==> src/design/flash_bridge_map.vh <==
`ifndef FLASH_BRIDGE_MAP_VH
`define FLASH_BRIDGE_MAP_VH

// host command codes
`define CMD_READ_ARRAY 8'hff
`define CMD_READ_STATUS 8'h70
`define CMD_CLEAR_STATUS 8'h50
`define CMD_READ_QUERY 8'h98
`define CMD_READ_ID 8'h90
`define CMD_ERASE_SETUP 8'h20
`define CMD_SINGLE_WRITE 8'h40
`define CMD_MULTI_WRITE 8'he8
`define CMD_LOCK_SETUP 8'h60
`define CMD_CONFIRM 8'hd0
`define CMD_LOCK_CONFIRM 8'h01

// status value layout
`define STATUS_RESET 8'h80
`define STATUS_READY_BIT 7
`define STATUS_ERR_LO 4

// flash width codes
`define WIDTH_BYTE 2'h0
`define WIDTH_HALF 2'h1
`define WIDTH_WORD 2'h2

// bus sizes
`define ADDR_W 18
`define DATA_W 32
`define CMD_W 52
`define ADDR_SIZE_DEFAULT 18
`define ADDR_FULL_MASK 18'h3ffff

// write page geometry: 128-byte page, element count up to 7 bits
`define PAGE_OFFSET_BITS 7
`define PAGE_OFFSET_MASK 18'h0007f
`define MW_COUNT_BITS 7

`endif

==> src/design/cmd_buffer.v <==
`timescale 1ns/1ps
`include "flash_bridge_map.vh"

module cmd_buffer #(
  parameter WIDTH = `CMD_W
) (
  input wire clk,
  input wire rst_n,
  input wire in_valid,
  output wire in_ready,
  input wire [WIDTH-1:0] in_data,
  output wire out_valid,
  input wire out_ready,
  output wire [WIDTH-1:0] out_data
);

  reg [WIDTH-1:0] head;
  reg [WIDTH-1:0] tail;
  reg head_valid;
  reg tail_valid;
  wire push;
  wire pop;

  // the head entry drives the output straight from flops
  assign in_ready = ~tail_valid;
  assign out_valid = head_valid;
  assign out_data = head;
  assign push = in_valid & in_ready;
  assign pop = head_valid & out_ready;

  always @(posedge clk or negedge rst_n) begin
    if (!rst_n) begin
      head <= {WIDTH{1'b0}};
      tail <= {WIDTH{1'b0}};
      head_valid <= 1'b0;
      tail_valid <= 1'b0;
    end else if (pop && push) begin
      head <= in_data;
    end else if (pop) begin
      head <= tail;
      head_valid <= tail_valid;
      tail_valid <= 1'b0;
    end else if (push && !head_valid) begin
      head <= in_data;
      head_valid <= 1'b1;
    end else if (push) begin
      tail <= in_data;
      tail_valid <= 1'b1;
    end
  end

endmodule

==> src/design/parallel_flash_host_bridge.v <==
`timescale 1ns/1ps
`include "flash_bridge_map.vh"

// Overview of operation
// - address width parameter 6 to 18
// - width selects choose 8, 16, 32 bits
// - wider modes drop low host address bits
// - upper write lanes ignored in narrow modes
// - output enable low when select and read
// - writes only with select and write enable
// - write executes edge after its sample
// - reset gives read array, status 80h, tristate
// - busy shown for writes, never reads
// - one clock, host inputs synchronised first
// - pulse read and buffer write requests
// - program commits buffer, protect bit optional
// - erase request clears addressed page
// - unprotect request copies page to buffer
// - discard request drops page buffer
// - spare page and page status selects
// - drive 18-bit flash byte address
// - drive two-bit flash width code
// - ignore host commands while busy
// - abort multi-write without exact confirm
module parallel_flash_host_bridge #(
  parameter ADDR_SIZE = `ADDR_SIZE_DEFAULT
) (
  input wire core_clk,
  input wire reset_n,
  input wire chip_sel_n,
  input wire out_en_n,
  input wire write_en_n,
  input wire wide_sel_n,
  input wire byte_sel_n,
  input wire [17:0] host_addr,
  input wire [31:0] host_wdata,
  output reg [31:0] host_rdata,
  output wire host_rdata_oe_n,
  output wire busy_out_n,
  input wire mem_busy,
  input wire [31:0] mem_rdata,
  input wire [1:0] mem_last_status,
  output reg mem_read_req,
  output reg mem_buf_write_req,
  output reg mem_program_req,
  output reg mem_erase_req,
  output reg mem_set_protect,
  output reg mem_unprotect_req,
  output reg mem_discard_req,
  output reg mem_spare_sel,
  output reg mem_page_stat_sel,
  output reg [17:0] mem_addr,
  output reg [31:0] mem_wdata,
  output reg [1:0] mem_width_code
);

  // sequencer states
  localparam [2:0] S_IDLE = 3'b001;
  localparam [2:0] S_SETTLE = 3'b010;
  localparam [2:0] S_WAIT = 3'b100;
  // command phases
  localparam [6:0] P_NONE = 7'b0000001;
  localparam [6:0] P_ERASE = 7'b0000010;
  localparam [6:0] P_SINGLE = 7'b0000100;
  localparam [6:0] P_MW_COUNT = 7'b0001000;
  localparam [6:0] P_MW_DATA = 7'b0010000;
  localparam [6:0] P_MW_CONFIRM = 7'b0100000;
  localparam [6:0] P_LOCK = 7'b1000000;
  // read modes
  localparam [3:0] M_ARRAY = 4'b0001;
  localparam [3:0] M_STATUS = 4'b0010;
  localparam [3:0] M_QUERY = 4'b0100;
  localparam [3:0] M_ID = 4'b1000;

  // sizes outside 6..18 are clamped so the mask stays meaningful
  localparam integer SIZE_USED = (ADDR_SIZE < 6) ? 6 : ((ADDR_SIZE > 18) ? 18 : ADDR_SIZE);
  localparam [17:0] SIZE_MASK = `ADDR_FULL_MASK >> (18 - SIZE_USED);

  function [1:0] width_of;
    input wide_n;
    input byte_n;
    begin
      if (!byte_n) begin
        width_of = `WIDTH_BYTE;
      end else if (!wide_n) begin
        width_of = `WIDTH_HALF;
      end else begin
        width_of = `WIDTH_WORD;
      end
    end
  endfunction

  function [17:0] byte_addr;
    input [17:0] a;
    input [1:0] w;
    begin
      case (w)
        `WIDTH_BYTE: byte_addr = a & SIZE_MASK;
        `WIDTH_HALF: byte_addr = {a[17:1], 1'b0} & SIZE_MASK;
        default: byte_addr = {a[17:2], 2'b00} & SIZE_MASK;
      endcase
    end
  endfunction

  function [31:0] lane_data;
    input [31:0] d;
    input [1:0] w;
    begin
      case (w)
        `WIDTH_BYTE: lane_data = {24'h000000, d[7:0]};
        `WIDTH_HALF: lane_data = {16'h0000, d[15:0]};
        default: lane_data = d;
      endcase
    end
  endfunction

  reg [1:0] rst_pipe;
  wire rst_n;
  reg [54:0] sync1;
  reg [54:0] sync2;
  wire cs_s;
  wire oe_s;
  wire we_s;
  wire [1:0] width_s;
  wire [17:0] addr_s;
  wire [31:0] data_s;
  reg wr_prev;
  wire wr_active;
  wire wr_start;
  wire buf_in_ready;
  wire buf_in_valid;
  wire buf_valid;
  wire buf_pop;
  wire [51:0] buf_data;
  wire [17:0] cmd_addr;
  wire [31:0] cmd_data;
  wire [1:0] cmd_width;
  wire [7:0] cmd_code;
  wire rd_active;
  wire [17:0] rd_byte_addr;
  wire ready_bit;
  wire [7:0] status_value;
  reg [2:0] state;
  reg [6:0] phase;
  reg [3:0] mode;
  reg writing;
  reg reading;
  reg then_prog;
  reg [1:0] err_bits;
  reg [17:0] page_base;
  reg [6:0] mw_count;
  reg rd_ok;
  reg [17:0] rd_addr;

  // reset leaves through two flops so release is clean on core_clk
  always @(posedge core_clk or negedge reset_n) begin
    if (!reset_n) begin
      rst_pipe <= 2'b00;
    end else begin
      rst_pipe <= {rst_pipe[0], 1'b1};
    end
  end
  assign rst_n = rst_pipe[1];

  // whole host bus sampled twice so strobes and data stay aligned
  always @(posedge core_clk or negedge rst_n) begin
    if (!rst_n) begin
      sync1 <= {55{1'b1}};
      sync2 <= {55{1'b1}};
    end else begin
      sync1 <= {chip_sel_n, out_en_n, write_en_n, wide_sel_n, byte_sel_n, host_addr, host_wdata};
      sync2 <= sync1;
    end
  end

  assign cs_s = ~sync2[54];
  assign oe_s = ~sync2[53];
  assign we_s = ~sync2[52];
  assign width_s = width_of(sync2[51], sync2[50]);
  assign addr_s = sync2[49:32];
  assign data_s = sync2[31:0];

  // one command per write strobe; taken when the later of select and write enable goes active
  assign wr_active = cs_s & we_s;
  assign wr_start = wr_active & ~wr_prev;

  // writes arriving while busy or with the buffer full are dropped
  assign buf_in_valid = wr_start & ~writing;

  cmd_buffer #(
    .WIDTH(`CMD_W)
  ) u_cmd_buffer (
    .clk(core_clk),
    .rst_n(rst_n),
    .in_valid(buf_in_valid),
    .in_ready(buf_in_ready),
    .in_data({width_s, byte_addr(addr_s, width_s), lane_data(data_s, width_s)}),
    .out_valid(buf_valid),
    .out_ready(buf_pop),
    .out_data(buf_data)
  );

  assign cmd_width = buf_data[51:50];
  assign cmd_addr = buf_data[49:32];
  assign cmd_data = buf_data[31:0];
  assign cmd_code = buf_data[7:0];
  assign buf_pop = (state == S_IDLE) & ~writing;

  assign rd_active = cs_s & oe_s & ~we_s;
  assign rd_byte_addr = byte_addr(addr_s, width_s);

  assign ready_bit = ~mem_busy & ~writing;
  assign status_value = {ready_bit, 1'b0, err_bits, 4'h0};

  // tristate whenever not selected for read, and throughout reset
  assign host_rdata_oe_n = chip_sel_n | out_en_n | ~rst_n;
  assign busy_out_n = ~writing;

  always @(posedge core_clk or negedge rst_n) begin
    if (!rst_n) begin
      wr_prev <= 1'b0;
      state <= S_IDLE;
      phase <= P_NONE;
      mode <= M_ARRAY;
      writing <= 1'b0;
      reading <= 1'b0;
      then_prog <= 1'b0;
      err_bits <= 2'b00;
      page_base <= 18'h00000;
      mw_count <= 7'h00;
      rd_ok <= 1'b0;
      rd_addr <= 18'h00000;
      host_rdata <= {24'h000000, `STATUS_RESET};
      mem_read_req <= 1'b0;
      mem_buf_write_req <= 1'b0;
      mem_program_req <= 1'b0;
      mem_erase_req <= 1'b0;
      mem_set_protect <= 1'b0;
      mem_unprotect_req <= 1'b0;
      mem_discard_req <= 1'b0;
      mem_spare_sel <= 1'b0;
      mem_page_stat_sel <= 1'b0;
      mem_addr <= 18'h00000;
      mem_wdata <= 32'h00000000;
      mem_width_code <= `WIDTH_BYTE;
    end else begin
      wr_prev <= wr_active;
      mem_read_req <= 1'b0;
      mem_buf_write_req <= 1'b0;
      mem_program_req <= 1'b0;
      mem_erase_req <= 1'b0;
      mem_unprotect_req <= 1'b0;
      mem_discard_req <= 1'b0;
      case (state)
        S_IDLE: begin
          if (mode == M_STATUS) begin
            host_rdata <= {24'h000000, status_value};
          end
          if (then_prog) begin
            // single write: buffer loaded, now commit it
            then_prog <= 1'b0;
            mem_addr <= page_base;
            mem_program_req <= 1'b1;
            writing <= 1'b1;
            state <= S_SETTLE;
          end else if (buf_valid && !writing) begin
            mem_width_code <= cmd_width;
            mem_wdata <= cmd_data;
            rd_ok <= 1'b0;
            case (phase)
              P_NONE: begin
                page_base <= cmd_addr & ~`PAGE_OFFSET_MASK;
                case (cmd_code)
                  `CMD_READ_ARRAY: mode <= M_ARRAY;
                  `CMD_READ_STATUS: mode <= M_STATUS;
                  `CMD_CLEAR_STATUS: err_bits <= 2'b00;
                  `CMD_READ_QUERY: mode <= M_QUERY;
                  `CMD_READ_ID: mode <= M_ID;
                  `CMD_ERASE_SETUP: phase <= P_ERASE;
                  `CMD_SINGLE_WRITE: phase <= P_SINGLE;
                  `CMD_MULTI_WRITE: phase <= P_MW_COUNT;
                  `CMD_LOCK_SETUP: phase <= P_LOCK;
                  default: mode <= mode;
                endcase
              end
              P_ERASE: begin
                phase <= P_NONE;
                mode <= M_STATUS;
                if (cmd_code == `CMD_CONFIRM) begin
                  mem_addr <= page_base;
                  mem_erase_req <= 1'b1;
                  writing <= 1'b1;
                  state <= S_SETTLE;
                end
              end
              P_SINGLE: begin
                phase <= P_NONE;
                mode <= M_STATUS;
                page_base <= cmd_addr & ~`PAGE_OFFSET_MASK;
                mem_addr <= cmd_addr;
                mem_buf_write_req <= 1'b1;
                then_prog <= 1'b1;
                writing <= 1'b1;
                state <= S_SETTLE;
              end
              P_MW_COUNT: begin
                // fresh page buffer before the data words arrive
                mw_count <= cmd_data[6:0];
                phase <= P_MW_DATA;
                mode <= M_STATUS;
                mem_addr <= page_base;
                mem_discard_req <= 1'b1;
                writing <= 1'b1;
                state <= S_SETTLE;
              end
              P_MW_DATA: begin
                // page bits ignored: addresses wrap inside the page latched from the multi-write setup address
                mem_addr <= page_base | (cmd_addr & `PAGE_OFFSET_MASK);
                mem_buf_write_req <= 1'b1;
                writing <= 1'b1;
                state <= S_SETTLE;
                if (mw_count == 7'h00) begin
                  phase <= P_MW_CONFIRM;
                end else begin
                  mw_count <= mw_count - 7'h01;
                end
              end
              P_MW_CONFIRM: begin
                phase <= P_NONE;
                mem_addr <= page_base;
                writing <= 1'b1;
                state <= S_SETTLE;
                if (cmd_code == `CMD_CONFIRM) begin
                  mem_program_req <= 1'b1;
                end else begin
                  mem_discard_req <= 1'b1;
                end
              end
              P_LOCK: begin
                phase <= P_NONE;
                mode <= M_STATUS;
                mem_addr <= cmd_addr & ~`PAGE_OFFSET_MASK;
                if (cmd_code == `CMD_LOCK_CONFIRM) begin
                  mem_set_protect <= 1'b1;
                  mem_program_req <= 1'b1;
                  writing <= 1'b1;
                  state <= S_SETTLE;
                end else if (cmd_code == `CMD_CONFIRM) begin
                  mem_unprotect_req <= 1'b1;
                  writing <= 1'b1;
                  state <= S_SETTLE;
                end
              end
              default: phase <= P_NONE;
            endcase
          end else if (rd_active && mode != M_STATUS && !(rd_ok && rd_addr == rd_byte_addr)) begin
            // reads never raise busy; the host waits out the latency itself
            rd_addr <= rd_byte_addr;
            mem_addr <= rd_byte_addr;
            mem_width_code <= width_s;
            mem_spare_sel <= (mode == M_QUERY);
            mem_page_stat_sel <= (mode == M_ID);
            mem_read_req <= 1'b1;
            reading <= 1'b1;
            state <= S_SETTLE;
          end
        end
        S_SETTLE: begin
          // one cycle for the flash to raise its busy flag
          state <= S_WAIT;
        end
        S_WAIT: begin
          if (!mem_busy) begin
            state <= S_IDLE;
            if (reading) begin
              host_rdata <= lane_data(mem_rdata, mem_width_code);
              rd_ok <= 1'b1;
              reading <= 1'b0;
              mem_spare_sel <= 1'b0;
              mem_page_stat_sel <= 1'b0;
            end else begin
              writing <= then_prog;
              mem_set_protect <= 1'b0;
              err_bits <= err_bits | mem_last_status;
            end
          end
        end
        default: state <= S_IDLE;
      endcase
    end
  end

endmodule

==> config.mk <==
export PLATFORM = sky130hd
export DESIGN_NAME = parallel_flash_host_bridge
export DESIGN_NICKNAME = d
export VERILOG_FILES = /design/src/design/cmd_buffer.v /design/src/design/parallel_flash_host_bridge.v
export VERILOG_INCLUDE_DIRS = /design/src /design/src/design
export SDC_FILE = /design/constraint.sdc
export NUM_CORES = 1
export LEC_CHECK = 0
export BUFFER_PORTS_ARGS = -buffer_cell sky130_fd_sc_hd__buf_4
export CORE_UTILIZATION = 59
export CTS_BUF_LIST = sky130_fd_sc_hd__clkbuf_8 sky130_fd_sc_hd__clkbuf_16
export CTS_CLUSTER_SIZE = 30
export DETAILED_ROUTE_END_ITERATION = 8
export PLACE_DENSITY = 0.91
export REMOVE_ABC_BUFFERS = 1
export SLEW_MARGIN = 10
export SYNTH_ARGS = -nofsm -noshare
export SYNTH_HDL_FRONTEND = slang
export SYNTH_HIERARCHICAL = 1
export SYNTH_SLANG_ARGS = --single-unit
==> constraint.sdc <==
create_clock -name core_clk -period 23.6 [get_ports core_clk]
set_input_delay 4.72 -clock core_clk [delete_from_list [all_inputs] [get_ports core_clk]]
set_output_delay 4.72 -clock core_clk [all_outputs]
set_load 0.05 [all_outputs]
==> flow_summary.yaml <==
run_status:
  status: "finished, final reports clean"
global_route:
  grt_pass1_vias: 11612
  antenna_found_initial: 0
  grt_max_degree: 174
  gr-usage-met1_pct: 35.7
  overflow: 0
  grt_usage_pct: 27.1
  grt_pass1_wl_mm: 58.4
  top_usage_layer: "met2"
  grtUsageMet3_pct: 4.07
  met2_usage_pct: 45.1
cts:
  root_buffer: "clkbuf_16"
  cts_made_buffers: 37
  clock-sinks: 368
  htree_levels: 2
  clk_latency_ns: 0.53
  clk_pin_slew_ns: 0.06
  cts_tree: "done"
  postCtsHoldBufs: 0
  clk_path_buf_depth: 3
  ctsResizeCount: 0
  postCtsSetupBuffers: 0
logic_synthesis:
  synthesis.area_um2: 15700
  yosys_warnings: 6
  avgSynthCellArea_um2: 11.7
  syn_inst: 1340
sta:
  min_period_over_period_pct: 42.1
  relSlewSlack_pct: 19.4
  period_minus_slack_ns: 9.94
  hold_viol_final: 0
  drv_slew: 0
  setup_viol: 0
  finClkSkew_ns: 0.0203
  rsz0062_at_grt: "false"
  hold-worst-slack_ns: 0.347
  tightest_slew_ns: 1.21
  fmax_mhz: 101
  fin_setup_tns_ns: 0
worst_hold_path:
  holdCritPathClass: "flop to async pin"
critical_path:
  critPathArrivalTime_ns: 5.22
  cp_slowest_cell: "buf_4"
  rr_startpoint: "state[0]"
  path_buf_inv: 2
  cp-start-kind: "input port"
  cpPeakStageDelay_ns: 0.22
  path_cells: "buf_4 -> nor2_1 -> nand2_1 -> buf_4"
  worst-setup-path-type: "input port to output pin"
  cp-end-kind: "output pin"
  r2r-end: "u_cmd_buffer/tail[47]"
  critical_path.max_fanout: 2
  crit_family: "buffers and inverters"
  ff2ff_setup_slack_ns: 19.90
  cp.depth: 4
  ff2ff_path_depth: 7
  cp.required_ns: 18.88
  cpMostUsedCell: "buf_4"
placement:
  port_buffers: 186
  place_hpwl_mm: 21.2
  gp_congestion: 0.848
route:
  post_drt_via_cell_ratio: 6.17
  drt_pass1_iterations: 6
  post-route-drc-count: 0
  first_iter_violations: 1137
  drt-total-wl_mm: 36.6
  postRouteAntennaNets: 0
  vias: 11416
  routedWlPerCell_um: 19.8
floorplan:
  die_x_um: 165
  die_height_um: 165
  core_um2: 26100
  die-area_um2: 27300
  io_pins: 187
  start_util_pct: 60.2
  num_rows: 59
power_and_ir_drop:
  comb_power_share_pct: 38.6
  power_leakage_nw: 8.29
  ir_worst_vdd_uv: 140
  pwr-share-seq_pct: 39.2
  p_int_mw: 1.51
  powerDensity_nw_per_um2: 138
  p_sw_mw: 1.03
  clockPowerShare_pct: 22.2
  switching_share_pct: 40.4
cells_and_area:
  synthToLayoutAreaGrowth_pct: 17.3
  antennaDiodeCount: 0
  fill_cells: 1666
  nets: 1580
  final_layout_size_suffix_gt1_share_pct: 30.0
job:
  drv_cap: 0
per-stage QoR:
step           cells  util [%]  power, mW  setup WS, ns  cell area (um^2)
2_1_floorplan   1245         -       1.65          7.82             15200
3_3_place_gp    1781      66.0       1.91         13.66             17200
5_1_grt         1850      70.7       2.67         13.62             18400
6_report        1850      70.7       2.54         13.66             18400
4_1_cts         1849      70.6       2.54         13.65             18400
3_5_place_dp    1781      66.0       1.96         13.65             17200
routing by layer:
layer | share of wire (%) | vias up | routed length [um]
li1 | - | 5069 | -
met1 | 40 | 5696 | 14600
met2 | 49 | 548 | 18000
met3 | 7.9 | 103 | 2880
met4 | 3.3 | 0 | 1190
met5 | 0 | - | 0
worst max-delay path by stage:
stage	start	end
5_1_grt	out_en_n	host_rdata_oe_n
2_1_floorplan	rst_pipe[1]	host_rdata_oe_n
3_5_place_dp	out_en_n	host_rdata_oe_n
3_3_place_gp	out_en_n	host_rdata_oe_n
4_1_cts	out_en_n	host_rdata_oe_n
6_report	out_en_n	host_rdata_oe_n
area by class of cell:
class                      instances  area [um^2]  share of cell area, %
clock inverter                    21          121                  0.659
sequential                       368         9360                   50.8
multi-input combinational        854         5810                   31.5
inverter                          23         87.6                  0.476
timing repair buffer             202         1550                   8.41
clock buffer                      47         1070                   5.84
tap                              335          419                   2.28
placed cells by master (no fill, tap or decap), types with 4 or more instances in the layout:
cell type / instances
nor4_1: 6
mux2i_1: 17
a21oi_1: 24
nand3_1: 11
inv_1: 33
and2_1: 11
o21ai_1: 16
nor2_1: 92
nor2b_1: 4
or3b_1: 49
a221oi_1: 45
a221oi_2: 10
nand2_1: 173
buf_4: 200
nand4_1: 5
o22a_1: 11
mux2_2: 42
dfrtp_1: 253
o31ai_1: 54
or3b_2: 4
clkinv_2: 8
a22oi_1: 8
nand2b_1: 9
clkbuf_16: 38
o22ai_1: 11
xnor2_1: 7
xor2_1: 15
o21ai_0: 85
a22o_1: 5
clkbuf_8: 9
nor3_1: 8
mux2_1: 50
dfstp_2: 114
and3_1: 18
sequential cells by signal, indices dropped and copies added (netlist names), 2 cells and up:
register               flops
mem_wdata                 32
u_cmd_buffer/tail         52
page_base                 11
state                      3
mem_addr                  18
phase                      7
err_bits                   2
sync2                     55
rst_pipe                   2
mw_count                   7
host_rdata                32
rd_addr                   18
sync1                     55
u_cmd_buffer/out_data     52
mode                       4
mem_width_code             2
power groups by stage:
stage          clock, mW  combinational, mW  sequential (mW)
2_1_floorplan          0              0.446             1.20
3_3_place_gp           0              0.928            0.983
3_5_place_dp           0              0.964            0.997
4_1_cts            0.574              0.975            0.991
5_1_grt            0.599               1.05             1.02
6_report           0.564              0.981            0.995
No activity file was read; power rests on OpenSTA's default activity.
